[config.mk]
export PLATFORM = sky130hd
export DESIGN_NAME = rcr_calendar_register
export DESIGN_NICKNAME = d
export VERILOG_FILES = /design/src/rcr_pkg.sv /design/src/rcr_bcd_check.sv /design/src/rcr_bcd_inc.sv /design/src/rcr_calendar_register.sv
export SDC_FILE = /design/constraint.sdc
export NUM_CORES = 1
export LEC_CHECK = 0
export BUFFER_PORTS_ARGS = -buffer_cell sky130_fd_sc_hd__buf_4
export CAP_MARGIN = 20
export CORE_MARGIN = 1.5
export CORE_UTILIZATION = 35
export DETAILED_ROUTE_END_ITERATION = 8
export PLACE_DENSITY = 0.7
export SKIP_LAST_GASP = 1
export SYNTH_ARGS = -nofsm -noshare
export SYNTH_HDL_FRONTEND = slang
export SYNTH_SLANG_ARGS = --single-unit
[constraint.sdc]
create_clock -name ref_clk -period 4.3 [get_ports ref_clk]
set_clock_uncertainty 0.15 [all_clocks]
set_input_delay 0.43 -clock ref_clk [delete_from_list [all_inputs] [get_ports ref_clk]]
set_output_delay 0.43 -clock ref_clk [all_outputs]
set_load 0.01 [all_outputs]
[src/rcr_pkg.sv]
package rcr_pkg;
  // register byte addresses
  localparam logic [31:0] CAL_DATE_WORD_ADDR = 32'hfffffebc;
  localparam logic [31:0] CAL_STATUS_ADDR = 32'hfffffec0;
  localparam logic [31:0] CAL_CTRL_ADDR = 32'hfffffec4;

  // field positions inside the date word
  localparam int CENTURY_FIELD_LSB = 0;
  localparam int CENTURY_FIELD_W = 7;
  localparam int YEAR_LSB = 8;
  localparam int YEAR_W = 8;
  localparam int MONTH_LSB = 16;
  localparam int MONTH_W = 5;
  localparam int DOW_LSB = 21;
  localparam int DOW_W = 3;
  localparam int DATE_LSB = 24;
  localparam int DATE_W = 6;

  // legal ranges, bcd coded
  localparam logic [6:0] CENTURY_FIELD_ONLY = 7'h20;
  localparam logic [7:0] YEAR_MIN = 8'h00;
  localparam logic [7:0] YEAR_MAX = 8'h99;
  localparam logic [4:0] MONTH_MIN = 5'h01;
  localparam logic [4:0] MONTH_MAX = 5'h12;
  localparam logic [2:0] DOW_MIN = 3'h1;
  localparam logic [2:0] DOW_MAX = 3'h7;
  localparam logic [5:0] DATE_MIN = 6'h01;
  localparam logic [5:0] DATE_MAX = 6'h31;

  // month lengths, bcd coded
  localparam logic [5:0] LEN_LONG = 6'h31;
  localparam logic [5:0] LEN_SHORT = 6'h30;
  localparam logic [5:0] LEN_FEB = 6'h28;
  localparam logic [5:0] LEN_FEB_LEAP = 6'h29;

  // reset values of the fields
  localparam logic [6:0] CENTURY_FIELD_RST = 7'h20;
  localparam logic [7:0] YEAR_RST = 8'h00;
  localparam logic [4:0] MONTH_RST = 5'h01;
  localparam logic [2:0] DOW_RST = 3'h1;
  localparam logic [5:0] DATE_RST = 6'h01;

  // status and control bits
  localparam int STAT_BAD_WRITE_BIT = 0;
  localparam int STAT_YEAR_WRAP_BIT = 1;
  localparam int CTRL_COUNT_EN_BIT = 0;
  localparam logic CTRL_COUNT_EN_RST = 1'b1;
endpackage

[src/rcr_bcd_check.sv]
// checks a bcd value: units digit legal and value inside [LO, HI]
module rcr_bcd_check #(
  parameter int W = 8,
  parameter logic [W-1:0] LO = '0,
  parameter logic [W-1:0] HI = '1
) (
  input wire logic [W-1:0] value,
  output logic ok
);
  logic unitsOk;

  assign unitsOk = (value[3:0] <= 4'h9);
  assign ok = unitsOk && (value >= LO) && (value <= HI);
endmodule

[src/rcr_bcd_inc.sv]
// bcd increment; past the limit the value wraps to LO
module rcr_bcd_inc #(
  parameter int W = 8,
  parameter logic [W-1:0] LO = '0
) (
  input wire logic [W-1:0] value,
  input wire logic [W-1:0] limit,
  output logic [W-1:0] nextValue,
  output logic wrap
);
  logic [W-1:0] bumped;

  always_comb begin
    bumped = value;
    if (value[3:0] >= 4'h9) begin
      bumped[3:0] = 4'h0;
      bumped[W-1:4] = value[W-1:4] + (W-4)'(1);
    end else begin
      bumped[3:0] = value[3:0] + 4'h1;
    end
  end

  assign wrap = (value >= limit);
  assign nextValue = wrap ? LO : bumped;
endmodule

[src/rcr_calendar_register.sv]
// Notes on behaviour
// - century accepts only bcd twenty
// - year holds bcd 00 through 99
// - month holds bcd 01 through 12
// - day of month holds bcd 01 through 31
// - day of week 1-7, no date effect
// - low nibble units, upper bits tens
//
// Local design decision: strobed register access.
module rcr_calendar_register (
  input wire logic ref_clk,
  input wire logic arst_n,
  input wire logic [31:0] addr,
  input wire logic [31:0] wrData,
  input wire logic wrStrobe,
  input wire logic rdStrobe,
  output logic [31:0] rdData,
  input wire logic dayTick,
  output logic [31:0] dateWord
);
  logic [6:0] century_field_q;
  logic [7:0] year_q;
  logic [4:0] month_q;
  logic [2:0] dow_q;
  logic [5:0] date_q;
  logic badWrite_q;
  logic yearWrap_q;
  logic countEn_q;
  logic [31:0] rdData_q;

  logic selDate;
  logic selStat;
  logic selCtrl;
  logic [6:0] wCent;
  logic [7:0] wYear;
  logic [4:0] wMonth;
  logic [2:0] wDow;
  logic [5:0] wDate;
  logic centOk;
  logic yearOk;
  logic monthOk;
  logic dowOk;
  logic dateOk;
  logic allOk;
  logic dateLoad;
  logic step;
  logic leapYear;
  logic [5:0] monthLen;
  logic [5:0] dateNext;
  logic dateWrap;
  logic [4:0] monthNext;
  logic monthWrap;
  logic [7:0] yearNext;
  logic yearWrap;
  logic [2:0] dowNext;
  logic [31:0] wordNow;

  assign selDate = (addr == rcr_pkg::CAL_DATE_WORD_ADDR);
  assign selStat = (addr == rcr_pkg::CAL_STATUS_ADDR);
  assign selCtrl = (addr == rcr_pkg::CAL_CTRL_ADDR);

  // slice the written word into its fields
  assign wCent = wrData[rcr_pkg::CENTURY_FIELD_LSB +: rcr_pkg::CENTURY_FIELD_W];
  assign wYear = wrData[rcr_pkg::YEAR_LSB +: rcr_pkg::YEAR_W];
  assign wMonth = wrData[rcr_pkg::MONTH_LSB +: rcr_pkg::MONTH_W];
  assign wDow = wrData[rcr_pkg::DOW_LSB +: rcr_pkg::DOW_W];
  assign wDate = wrData[rcr_pkg::DATE_LSB +: rcr_pkg::DATE_W];

  // field checks
  assign centOk = (wCent == rcr_pkg::CENTURY_FIELD_ONLY);

  rcr_bcd_check #(
    .W(rcr_pkg::YEAR_W),
    .LO(rcr_pkg::YEAR_MIN),
    .HI(rcr_pkg::YEAR_MAX)
  ) uYearCheck (
    .value(wYear),
    .ok(yearOk)
  );

  rcr_bcd_check #(
    .W(rcr_pkg::MONTH_W),
    .LO(rcr_pkg::MONTH_MIN),
    .HI(rcr_pkg::MONTH_MAX)
  ) uMonthCheck (
    .value(wMonth),
    .ok(monthOk)
  );

  rcr_bcd_check #(
    .W(rcr_pkg::DATE_W),
    .LO(rcr_pkg::DATE_MIN),
    .HI(rcr_pkg::DATE_MAX)
  ) uDateCheck (
    .value(wDate),
    .ok(dateOk)
  );

  assign dowOk = (wDow >= rcr_pkg::DOW_MIN) && (wDow <= rcr_pkg::DOW_MAX);

  // a write with any illegal field leaves the date untouched
  assign allOk = centOk && yearOk && monthOk && dowOk && dateOk;
  assign dateLoad = wrStrobe && selDate && allOk;

  // a software load in the same cycle beats a day step
  assign step = dayTick && countEn_q && !dateLoad;

  // leap year: tens even and units 0/4/8, or tens odd and units 2/6
  always_comb begin
    if (year_q[4] == 1'b0) begin
      leapYear = (year_q[3:0] == 4'h0) || (year_q[3:0] == 4'h4) || (year_q[3:0] == 4'h8);
    end else begin
      leapYear = (year_q[3:0] == 4'h2) || (year_q[3:0] == 4'h6);
    end
  end

  // length of the current month
  always_comb begin
    unique case (month_q)
      5'h02: monthLen = leapYear ? rcr_pkg::LEN_FEB_LEAP : rcr_pkg::LEN_FEB;
      5'h04, 5'h06, 5'h09, 5'h11: monthLen = rcr_pkg::LEN_SHORT;
      default: monthLen = rcr_pkg::LEN_LONG;
    endcase
  end

  rcr_bcd_inc #(
    .W(rcr_pkg::DATE_W),
    .LO(rcr_pkg::DATE_MIN)
  ) uDateInc (
    .value(date_q),
    .limit(monthLen),
    .nextValue(dateNext),
    .wrap(dateWrap)
  );

  rcr_bcd_inc #(
    .W(rcr_pkg::MONTH_W),
    .LO(rcr_pkg::MONTH_MIN)
  ) uMonthInc (
    .value(month_q),
    .limit(rcr_pkg::MONTH_MAX),
    .nextValue(monthNext),
    .wrap(monthWrap)
  );

  rcr_bcd_inc #(
    .W(rcr_pkg::YEAR_W),
    .LO(rcr_pkg::YEAR_MIN)
  ) uYearInc (
    .value(year_q),
    .limit(rcr_pkg::YEAR_MAX),
    .nextValue(yearNext),
    .wrap(yearWrap)
  );

  // day of week rolls 7 to 1 and never feeds the date chain
  assign dowNext = (dow_q >= rcr_pkg::DOW_MAX) ? rcr_pkg::DOW_MIN : dow_q + 3'h1;

  // century is fixed to the only legal value
  always_ff @(posedge ref_clk or negedge arst_n) begin
    if (!arst_n) begin
      century_field_q <= rcr_pkg::CENTURY_FIELD_RST;
    end else if (dateLoad) begin
      century_field_q <= wCent;
    end
  end

  always_ff @(posedge ref_clk or negedge arst_n) begin
    if (!arst_n) begin
      date_q <= rcr_pkg::DATE_RST;
    end else if (dateLoad) begin
      date_q <= wDate;
    end else if (step) begin
      date_q <= dateNext;
    end
  end

  always_ff @(posedge ref_clk or negedge arst_n) begin
    if (!arst_n) begin
      month_q <= rcr_pkg::MONTH_RST;
    end else if (dateLoad) begin
      month_q <= wMonth;
    end else if (step && dateWrap) begin
      month_q <= monthNext;
    end
  end

  always_ff @(posedge ref_clk or negedge arst_n) begin
    if (!arst_n) begin
      year_q <= rcr_pkg::YEAR_RST;
    end else if (dateLoad) begin
      year_q <= wYear;
    end else if (step && dateWrap && monthWrap) begin
      year_q <= yearNext;
    end
  end

  always_ff @(posedge ref_clk or negedge arst_n) begin
    if (!arst_n) begin
      dow_q <= rcr_pkg::DOW_RST;
    end else if (dateLoad) begin
      dow_q <= wDow;
    end else if (step) begin
      dow_q <= dowNext;
    end
  end

  // sticky flag for a rejected date write; write 1 clears, a new set wins
  always_ff @(posedge ref_clk or negedge arst_n) begin
    if (!arst_n) begin
      badWrite_q <= 1'b0;
    end else if (wrStrobe && selDate && !allOk) begin
      badWrite_q <= 1'b1;
    end else if (wrStrobe && selStat && wrData[rcr_pkg::STAT_BAD_WRITE_BIT]) begin
      badWrite_q <= 1'b0;
    end
  end

  // sticky flag for a year 99 to 00 rollover
  always_ff @(posedge ref_clk or negedge arst_n) begin
    if (!arst_n) begin
      yearWrap_q <= 1'b0;
    end else if (step && dateWrap && monthWrap && yearWrap) begin
      yearWrap_q <= 1'b1;
    end else if (wrStrobe && selStat && wrData[rcr_pkg::STAT_YEAR_WRAP_BIT]) begin
      yearWrap_q <= 1'b0;
    end
  end

  // counting enable
  always_ff @(posedge ref_clk or negedge arst_n) begin
    if (!arst_n) begin
      countEn_q <= rcr_pkg::CTRL_COUNT_EN_RST;
    end else if (wrStrobe && selCtrl) begin
      countEn_q <= wrData[rcr_pkg::CTRL_COUNT_EN_BIT];
    end
  end

  // assemble the date word, spare bits zero
  always_comb begin
    wordNow = 32'h0;
    wordNow[rcr_pkg::CENTURY_FIELD_LSB +: rcr_pkg::CENTURY_FIELD_W] = century_field_q;
    wordNow[rcr_pkg::YEAR_LSB +: rcr_pkg::YEAR_W] = year_q;
    wordNow[rcr_pkg::MONTH_LSB +: rcr_pkg::MONTH_W] = month_q;
    wordNow[rcr_pkg::DOW_LSB +: rcr_pkg::DOW_W] = dow_q;
    wordNow[rcr_pkg::DATE_LSB +: rcr_pkg::DATE_W] = date_q;
  end

  assign dateWord = wordNow;

  // read data one cycle after the strobe, zero elsewhere
  always_ff @(posedge ref_clk or negedge arst_n) begin
    if (!arst_n) begin
      rdData_q <= 32'h0;
    end else if (rdStrobe) begin
      if (selDate) begin
        rdData_q <= wordNow;
      end else if (selStat) begin
        rdData_q <= {30'h0, yearWrap_q, badWrite_q};
      end else if (selCtrl) begin
        rdData_q <= {31'h0, countEn_q};
      end else begin
        rdData_q <= 32'h0;
      end
    end else begin
      rdData_q <= 32'h0;
    end
  end

  assign rdData = rdData_q;
endmodule

==> flow_metrics.env, run 1 <==
export IMPL_switchingPower_mw=0.242
export IMPL_diodes=0
export IMPL_drt_iter0_drc=119
export IMPL_timing_fmax_mhz=258
export IMPL_required_ns=4.37
export IMPL_rrSetupSlack_ns=0.42
export IMPL_initial_core_util_pct=35.9
export IMPL_cts_sinks=61
export IMPL_yosys_warnings=0
export IMPL_ys_ff_latch=61
export IMPL_htreeDepth=3
export IMPL_die_width_um=103
export IMPL_cp_arrival_ns=3.96
export IMPL_finalCritPeriodShare_pct=90.3
export IMPL_yosys_cell_types_count=64
export IMPL_syn_avg_cell_area_um2=11.0
export IMPL_pwr_share_clk_pct=39.8
export IMPL_synth_edf_count=0
export IMPL_irDropWorstVdd_mv=0.0989
export IMPL_dp_hpwl_mm=6.64
export IMPL_grtUsageTotal_pct=17.5
export IMPL_finalNonFillerCells=579
export IMPL_whs_ns=0.0156
export IMPL_n_fill_cell=919
export IMPL_cts_buffer_depth=2
export IMPL_die_h_um=103
export IMPL_worst_slack_ns=0.418
export IMPL_power_leakage_nw=2.43
export IMPL_drc=0
export IMPL_relSlewSlack_pct=47.0
export IMPL_place_gp_congestion=0.779
export IMPL_crit_fanout=9
export IMPL_r2r_end="year_q[7]"
export IMPL_reg2regPathDepth=12
export IMPL_core_mm2=0.00973
export IMPL_crit_path_start_kind="flip-flop"
export IMPL_hold_class="in2async"
export IMPL_viasPerCell=5.05
export IMPL_power_density_mw_per_mm2=232
export IMPL_num_rows=36
export IMPL_pwr_share_comb_pct=7.0
export IMPL_die_area_mm2=0.0106
export IMPL_maxCapViolations=0
export IMPL_ys_seq_area_share_pct=43.9
export IMPL_synth_async_reset_ratio_pct=100
export IMPL_postRouteAntennaNets=0
export IMPL_finalHoldViolCount=0
export IMPL_grt_pass1_vias=2820
export IMPL_grt_pass1_wl_mm=13.6
export IMPL_switching_share_pct=22.5
export IMPL_dp_cells=564
export IMPL_setup_violations=0
export IMPL_postCtsSetupRepairBufs=0
export IMPL_layout_drive_gt1_share_pct=39.2
export IMPL_crit_top_cell="ha_1"
export IMPL_slowest_stage="or4b_4"
export IMPL_synth_area_mm2=0.00349
export IMPL_drt_total_wl_mm=8.92
export IMPL_cts_buffers=9
export IMPL_rsz0062_at_grt="no"
export IMPL_vias=2923
export IMPL_crit_path_end_kind="flip-flop"
export IMPL_pwr_share_seq_pct=53.2
export IMPL_path_buf_inv=1
export IMPL_root_buffer="clkbuf_8"
export IMPL_antenna_found_initial=0
export IMPL_drtPass1Iterations=4
export IMPL_synthFlopType="dfrtp_1"
export IMPL_cts_tree="built"
export IMPL_port_buffers=123
export IMPL_setup_tns_ns=0
export IMPL_min_period_ns=3.88
export IMPL_total_power_mw=1.08
export IMPL_path_cells="inv_1 -> ha_1 -> mux2i_1 -> o32ai_1 -> a2111oi_0 -> a31oi_1 -> ha_1 -> or4b_4 -> a22o_1 -> nand3_2 -> mux2_1 -> mux2_4"
export IMPL_area_growth_pct=33.5
export IMPL_p_int_mw=0.837
export IMPL_fin_nets=531
export IMPL_max_stage_delay_ns=0.54
export IMPL_outcome="completed"
export IMPL_cts_resized=0
export IMPL_post_place_ws_ns=0.475
export IMPL_insertion_delay_ns=0.35
export IMPL_crit_type="reg2reg"
export IMPL_syn_inst=317
export IMPL_path_clk_slew_ns=0.06
export IMPL_max_slew_worst_pin_slew_ns=0.795
export IMPL_ctsHoldBuffers=0
export IMPL_cp_top_family="compound AO/OA/AOI/OAI gates"
export IMPL_slew_violations=0
export IMPL_wl_per_cell_um=15.4
export IMPL_boundaryPins=133
export IMPL_grt_ovfl_total=0
export IMPL_r2r_start="year_q[0]"
export IMPL_grt_max_degree=62
## cells in the mapped netlist (2+ instances only)
| cell type | count | area share (%) |
|---|---|---|
| a21oi_1 | 6 | 0.86 |
| o2bb2ai_1 | 2 | 0.50 |
| nand2_1 | 16 | 1.7 |
| clkbuf_1 | 3 | 0.32 |
| buf_4 | 6 | 1.3 |
| xnor2_1 | 2 | 0.50 |
| nor4_1 | 5 | 0.90 |
| o21ai_0 | 9 | 1.3 |
| or3b_2 | 3 | 0.75 |
| a32o_1 | 2 | 0.57 |
| ha_1 | 20 | 7.2 |
| nor3_1 | 2 | 0.29 |
| mux2_1 | 4 | 1.3 |
| mux2i_1 | 6 | 1.7 |
| a22o_1 | 4 | 1.0 |
| a22oi_1 | 2 | 0.43 |
| nand2b_1 | 2 | 0.36 |
| o21ai_1 | 3 | 0.43 |
| dfrtp_1 | 56 | 40 |
| buf_2 | 2 | 0.29 |
| nor2_1 | 10 | 1.1 |
| inv_1 | 17 | 1.8 |
| and2_1 | 37 | 6.6 |
| o211ai_1 | 2 | 0.43 |
| a2111oi_0 | 2 | 0.50 |
| nand3_1 | 11 | 1.6 |
| buf_6 | 3 | 0.97 |
| mux2_4 | 19 | 8.2 |
| o22ai_1 | 4 | 0.72 |
| a41oi_1 | 2 | 0.50 |
| and3_1 | 4 | 0.72 |
| mux2_2 | 2 | 0.65 |
| nor4_2 | 2 | 0.72 |
| nand4_1 | 9 | 1.6 |
| nand3b_1 | 3 | 0.65 |
| a211oi_1 | 3 | 0.65 |
| dfstp_2 | 5 | 3.8 |
## metrics by stage
| stage | utilization, % | instance area (um2) |
|---|---|---|
| floorplan | - | 3510 |
| global placement | 46.3 | 4500 |
| detailed placement | 46.3 | 4500 |
| CTS | 47.9 | 4660 |
| global route | 47.9 | 4660 |
| finish | 47.9 | 4660 |
## flip-flops by register name, indices dropped and copies added (netlist names)
name	flops
rdData	29
year_q	8
century_field_q	7
date_q	6
month_q	5
dow_q	3
badWrite_q	1
countEn_q	1
yearWrap_q	1
## layer usage
layer	vias to the layer above	GRT usage, %	share of wire [%]
met5	-	0	0
li1	1379	-	-
met1	1394	20.2	41
met3	15	5.83	7.7
met2	135	29.1	49
met4	0	9.15	2.3
## power by group through the flow
stage | logic, mW | registers (mW) | clock network, mW
finish | 0.0754 | 0.574 | 0.429
global route | 0.0836 | 0.574 | 0.479
CTS | 0.0771 | 0.574 | 0.448
detailed placement | 0.0772 | 0.585 | 0
global placement | 0.0758 | 0.585 | 0
floorplan | 0.0155 | 0.585 | 0
## cell type report
cell class	instances	area, um2	share of cell area (%)
inverter	17	63.8	1.37
tap	133	166	3.57
clock inverter	2	10.0	0.215
timing repair buffer	124	931	20.0
clock buffer	13	149	3.19
sequential	61	1530	32.9
multi-input combinational	229	1810	38.8
## worst max path at each step
stage	depth (start not counted)	endpoint	from	slack, ns
6_report	12	year_q[7]	year_q[0]	0.42
5_1_grt	12	year_q[7]	year_q[0]	0.28
3_5_place_dp	12	year_q[0]	year_q[0]	0.47
3_3_place_gp	12	year_q[7]	year_q[0]	0.52
4_1_cts	12	year_q[7]	year_q[0]	0.44
2_1_floorplan	13	year_q[7]	year_q[0]	0.78
## cell families after synthesis
kind of cell             count (synthesis)  synth area share, %
AND/OR/NAND/NOR                        116                 20.1
flip-flops                              61                 43.9
AO/OA/AOI/OAI                           53                 11.3
buffers and inverters                   32                 4.84
multiplexers                            31                 11.8
adder cells (fa/ha/maj)                 20                 7.17
XOR/XNOR                                 3                0.753
other                                    1                0.107
## cells in the final DEF (no fill, tap or decap), types with 3 or more instances in the layout
cell type and count:
o22ai_1 4, nor2_1 10, a21oi_1 6, mux2_4 19, nand3_1 11, nor4_1 5, conb_1 6, o21ai_0 9
nand2_1 16, dfrtp_1 56, ha_1 20, or3b_2 3, o21ai_1 3, mux2i_1 6, nand4_1 9, clkbuf_8 10
dfstp_2 5, inv_1 17, a211oi_1 3, and2_1 37, and3_1 4, clkbuf_1 3, a22o_1 4, mux2_1 4
nand3b_1 3, buf_4 124
Power figures use the tool's default switching activity.
==> inputs of run 2 (changes only) <==
--- a/config.mk
+++ b/config.mk
@@ -8,10 +8,11 @@
 export BUFFER_PORTS_ARGS = -buffer_cell sky130_fd_sc_hd__buf_4
 export CAP_MARGIN = 20
 export CORE_MARGIN = 1.5
-export CORE_UTILIZATION = 35
+export CORE_UTILIZATION = 45
 export DETAILED_ROUTE_END_ITERATION = 8
-export PLACE_DENSITY = 0.7
+export PLACE_DENSITY = 0.81
 export SKIP_LAST_GASP = 1
 export SYNTH_ARGS = -nofsm -noshare
 export SYNTH_HDL_FRONTEND = slang
 export SYNTH_SLANG_ARGS = --single-unit
+export TNS_END_PERCENT = 1
==> run 2 against run 1 <==
  * Non-clock buffer count did not move
  * Sequential power about the same
  * Count of clock-buffer cells in the layout shrank 4
  * First-iteration DRC count increased by 35%
  * Power up 11%
  * Fmax down 0.26%
  * Global-route usage increased by 3.3 points
  * Setup slack worse by 0.010 ns
  * Flip-flop and latch count is the same
  * Cell count is 5.7% lower
  * Die area down 22%
  * Combinational power barely moved
  * Largest cell class unchanged
==> flow_metrics.env, run 2 (synthesized netlist as in run 1, its figures left out) <==
export IMPL_cts_buffer_depth=2
export IMPL_drtPass1Iterations=4
export IMPL_port_buffers=123
export IMPL_largest_register_ffs=29
export IMPL_cp_arrival_ns=3.96
export IMPL_timing_fmax_mhz=257
export IMPL_power_density_mw_per_mm2=257
export IMPL_layout_commonest_cell="buf_4"
export IMPL_max_stage_delay_ns=0.54
export IMPL_vias=2908
export IMPL_max_slew_worst_pin_slew_ns=0.779
export IMPL_dp_hpwl_mm=6.31
export IMPL_required_ns=4.37
export IMPL_antenna_found_initial=0
export IMPL_crit_top_cell="ha_1"
export IMPL_die_area_mm2=0.00829
export IMPL_grt_pass1_vias=2940
export IMPL_power_leakage_nw=2.46
export IMPL_grtUsageTotal_pct=20.9
export IMPL_ctsHoldBuffers=0
export IMPL_viasPerCell=5.33
export IMPL_hold_class="in2async"
export IMPL_diodes=0
export IMPL_rrSetupSlack_ns=0.41
export IMPL_htreeDepth=3
export IMPL_wl_per_cell_um=15.4
export IMPL_path_cells="inv_1 -> ha_1 -> mux2i_1 -> o32ai_1 -> a2111oi_0 -> a31oi_1 -> ha_1 -> or4b_4 -> a22o_1 -> nand3_2 -> mux2_1 -> mux2_4"
export IMPL_cts_tree="built"
export IMPL_finalCritPeriodShare_pct=90.5
export IMPL_cts_resized=0
export IMPL_crit_path_start_kind="flip-flop"
export IMPL_setup_tns_ns=0
export IMPL_gr_usage_met2_pct=37.1
export IMPL_layout_drive_gt1_share_pct=40.0
export IMPL_postRouteAntennaNets=0
export IMPL_maxCapViolations=0
export IMPL_grt_use_met1_pct=24.9
export IMPL_relSlewSlack_pct=48.1
export IMPL_drt_iter0_drc=161
export IMPL_reg2regPathDepth=12
export IMPL_num_rows=31
export IMPL_min_period_ns=3.89
export IMPL_crit_type="reg2reg"
export IMPL_drt_total_wl_mm=8.42
export IMPL_place_gp_congestion=0.860
export IMPL_worst_slack_ns=0.408
export IMPL_postCtsSetupRepairBufs=0
export IMPL_irDropWorstVdd_mv=0.186
export IMPL_n_fill_cell=612
export IMPL_final_cell_mix="buf_4 (124), dfrtp_1 (56), and2_1 (37)"
export IMPL_cts_buffers=9
export IMPL_grt_pass1_wl_mm=13.8
export IMPL_outcome="completed"
export IMPL_grt_max_degree=62
export IMPL_finalHoldViolCount=0
export IMPL_grtUsageMet3_pct=5.36
export IMPL_crit_fanout=9
export IMPL_grt_busiest_layer="met2"
export IMPL_die_width_um=91.1
export IMPL_post_place_ws_ns=0.447
export IMPL_root_buffer="clkbuf_8"
export IMPL_boundaryPins=133
export IMPL_cts_sinks=61
export IMPL_path_clk_slew_ns=0.07
export IMPL_finalCoreUtilization_pct=63.4
export IMPL_fin_nets=531
export IMPL_grt_ovfl_total=0
export IMPL_insertion_delay_ns=0.33
export IMPL_crit_path_end_kind="flip-flop"
export IMPL_setup_violations=0
export IMPL_total_power_mw=1.20
export IMPL_slew_violations=0
export IMPL_r2r_end="year_q[4]"
export IMPL_drc=0
export IMPL_r2r_start="year_q[0]"
export IMPL_core_mm2=0.00737
export IMPL_die_h_um=91.1
export IMPL_area_growth_pct=33.9
export IMPL_rsz0062_at_grt="no"
export IMPL_initial_core_util_pct=47.4
export IMPL_slowest_stage="or4b_4"
run 2: worst max-delay path, delay by kind of cell (launching register included):
| kind | cells | cell delay, ns |
|---|---|---|
| mux | 3 | 0.70 |
| fa+ha+maj | 2 | 0.52 |
| flops | 1 | 0.50 |
| simple gates | 2 | 0.72 |
| buf+inv | 1 | 0.13 |
| compound gates | 4 | 1.04 |
run 2: per-layer routing:
metal,vias up,part of all wire (%)
met5,-,0
met4,0,1.0
met3,11,7.0
met2,129,50
met1,1390,42
li1,1378,-
run 2: final cells by class:
cell class	count	area, um2	share of cell area [%]
Clock buffer	9	124	2.65
Clock inverter	7	90.1	1.93
Inverter	17	63.8	1.37
Multi-Input combinational cell	229	1810	38.7
Sequential cell	61	1530	32.8
Tap cell	99	124	2.65
Timing Repair Buffer	124	931	19.9
run 2: how the worst max path moves through the flow:
stage / to / slack (ns) / start
after global routing: year_q[4] / 0.15 / year_q[0]
final: year_q[4] / 0.41 / year_q[0]
after CTS: year_q[0] / 0.43 / year_q[0]
after detailed placement: year_q[0] / 0.45 / year_q[0]
after global placement: year_q[7] / 0.55 / year_q[0]
after floorplan: year_q[7] / 0.78 / year_q[0]
run 2: power breakdown:
group	internal, mW	leakage [nW]	switching [mW]	total (mW)
combinational	0.0423	1.54	0.0330	0.0753
clock	0.323	0.105	0.227	0.550
sequential	0.574	0.808	0.0000000122	0.574
run 2: through the flow:
stage          hold slack [ns]  instances  instance area [um2]
2_1_floorplan          -0.0156        322                 3510
3_3_place_gp             0.331        530                 4460
3_5_place_dp             0.333        530                 4460
4_1_cts                 0.0371        546                 4670
5_1_grt                 0.0673        546                 4670
6_report                0.0228        546                 4670
==> inputs of run 3 (changes only) <==
--- a/config.mk
+++ b/config.mk
@@ -8,9 +8,9 @@
 export BUFFER_PORTS_ARGS = -buffer_cell sky130_fd_sc_hd__buf_4
 export CAP_MARGIN = 20
 export CORE_MARGIN = 1.5
-export CORE_UTILIZATION = 45
+export CORE_UTILIZATION = 30
 export DETAILED_ROUTE_END_ITERATION = 8
-export PLACE_DENSITY = 0.81
+export PLACE_DENSITY = 0.6
 export SKIP_LAST_GASP = 1
 export SYNTH_ARGS = -nofsm -noshare
 export SYNTH_HDL_FRONTEND = slang
==> run 3 against run 2 <==
  * Setup slack gained 0.043 ns
  * Highest routed layer unchanged
  * Cell count grew 8.2%
  * Sequential power is essentially flat
  * Register-to-register slack gained 0.04 ns
  * Die area grew 48%
  * Count of clock-buffer cells in the layout grew 5
  * Non-clock buffer count grew 1
  * Cell area grew 2.4%
  * Global-route usage shrank 5.3 points
  * Wire length grew 7.6%
  * Combinational power grew 0.7%
==> flow_metrics.env, run 3 (synthesized netlist as in run 1, its figures left out) <==
export IMPL_outcome="completed"
export IMPL_layout_commonest_cell="buf_4"
export IMPL_hold_class="in2async"
export IMPL_insertion_delay_ns=0.33
export IMPL_root_buffer="clkbuf_16"
export IMPL_cts_buffer_depth=2
export IMPL_diodes=0
export IMPL_fin_nets=532
export IMPL_boundaryPins=133
export IMPL_place_gp_congestion=0.815
export IMPL_vias=2843
export IMPL_cp_arrival_ns=3.91
export IMPL_die_width_um=111
export IMPL_htreeDepth=3
export IMPL_r2r_start="year_q[0]"
export IMPL_grt_max_degree=62
export IMPL_path_clk_slew_ns=0.05
export IMPL_crit_type="reg2reg"
export IMPL_setup_violations=0
export IMPL_postRouteAntennaNets=0
export IMPL_irDropWorstVdd_mv=0.138
export IMPL_die_h_um=111
export IMPL_dp_hpwl_mm=6.78
export IMPL_setup_tns_ns=0
export IMPL_drt_total_wl_mm=9.06
export IMPL_grt_pass1_vias=3009
export IMPL_grt_ovfl_total=0
export IMPL_finalCritPeriodShare_pct=89.5
export IMPL_grtUsageTotal_pct=15.5
export IMPL_crit_path_end_kind="flip-flop"
export IMPL_required_ns=4.36
export IMPL_r2r_end="year_q[7]"
export IMPL_viasPerCell=4.81
export IMPL_largest_register_ffs=29
export IMPL_final_cell_mix="buf_4 (125), dfrtp_1 (56), and2_1 (37)"
export IMPL_postCtsSetupRepairBufs=0
export IMPL_area_growth_pct=37.1
export IMPL_finalCoreUtilization_pct=42.1
export IMPL_drt_iter0_drc=101
export IMPL_cts_sinks=61
export IMPL_rrSetupSlack_ns=0.45
export IMPL_rsz0062_at_grt="no"
export IMPL_core_mm2=0.0114
export IMPL_power_leakage_nw=2.49
export IMPL_relSlewSlack_pct=44.9
export IMPL_grt_pass1_wl_mm=15.0
export IMPL_slew_violations=0
export IMPL_cts_resized=0
export IMPL_die_area_mm2=0.0123
export IMPL_layout_drive_gt1_share_pct=39.3
export IMPL_port_buffers=123
export IMPL_wl_per_cell_um=15.3
export IMPL_crit_path_start_kind="flip-flop"
export IMPL_num_rows=39
export IMPL_cts_buffers=9
export IMPL_drtPass1Iterations=4
export IMPL_crit_path_end="year_q[7]"
export IMPL_ctsHoldBuffers=0
export IMPL_min_period_ns=3.85
export IMPL_power_density_mw_per_mm2=270
export IMPL_crit_fanout=9
export IMPL_maxCapViolations=0
export IMPL_reg2regPathDepth=12
export IMPL_timing_fmax_mhz=260
export IMPL_initial_core_util_pct=30.7
export IMPL_antenna_found_initial=0
export IMPL_max_slew_worst_pin_slew_ns=0.826
export IMPL_drc=0
export IMPL_crit_start="year_q[0]"
export IMPL_finalHoldViolCount=0
export IMPL_cts_tree="built"
[run 3: report_power, final]
part	internal, mW	leakage [nW]	switching [mW]
clock	0.404	0.131	0.240
sequential	0.575	0.808	0.0000000118
combinational	0.0423	1.55	0.0335
[run 3: worst min-delay path by stage]
stage	startpoint	end
floorplan	arst_n	badWrite_q
global placement	badWrite_q	badWrite_q
detailed placement	century_field_q[5]	century_field_q[5]
CTS	arst_n	century_field_q[6]
global route	arst_n	century_field_q[6]
finish	arst_n	rdData[10]
[run 3: final cells by class]
cell class	instances	area (um2)
clock buffer	14	254
timing repair buffer	125	938
clock inverter	2	10.0
fill	1100	6580
inverter	17	63.8
tap	143	179
sequential	61	1530
multi-input combinational	229	1810
[run 3: layer usage]
| metal | routed length [um] | track usage, % | up-vias |
|---|---|---|---|
| met1 | 3900 | 18.4 | 1352 |
| met5 | 0 | 0 | - |
| li1 | - | - | 1380 |
| met3 | 579 | 4.05 | 9 |
| met2 | 4450 | 26.7 | 102 |
| met4 | 135 | 6.41 | 0 |
[run 3: metrics by stage]
step / hold WS [ns] / total power [mW] / instance area [um2] / setup slack, ns / cells
after floorplan: -0.0156 / 0.600 / 3510 / 0.776 / 322
after CTS: 0.0694 / 1.31 / 4790 / 0.454 / 591
after global placement: 0.335 / 0.661 / 4520 / 0.523 / 575
after global routing: 0.107 / 1.35 / 4790 / 0.152 / 591
final: 0.0154 / 1.29 / 4790 / 0.451 / 591
after detailed placement: 0.345 / 0.662 / 4520 / 0.454 / 575
[run 3: critical path: stages (launching register included)]
cell and delay [ns]:
dfrtp_1 0.47, inv_1 0.13, ha_1 0.22, mux2i_1 0.12, o32ai_1 0.11, a2111oi_0 0.43
a31oi_1 0.11, ha_1 0.29, or4b_4 0.53, a22o_1 0.39, nand3_2 0.18, mux2_1 0.34
mux2_4 0.26
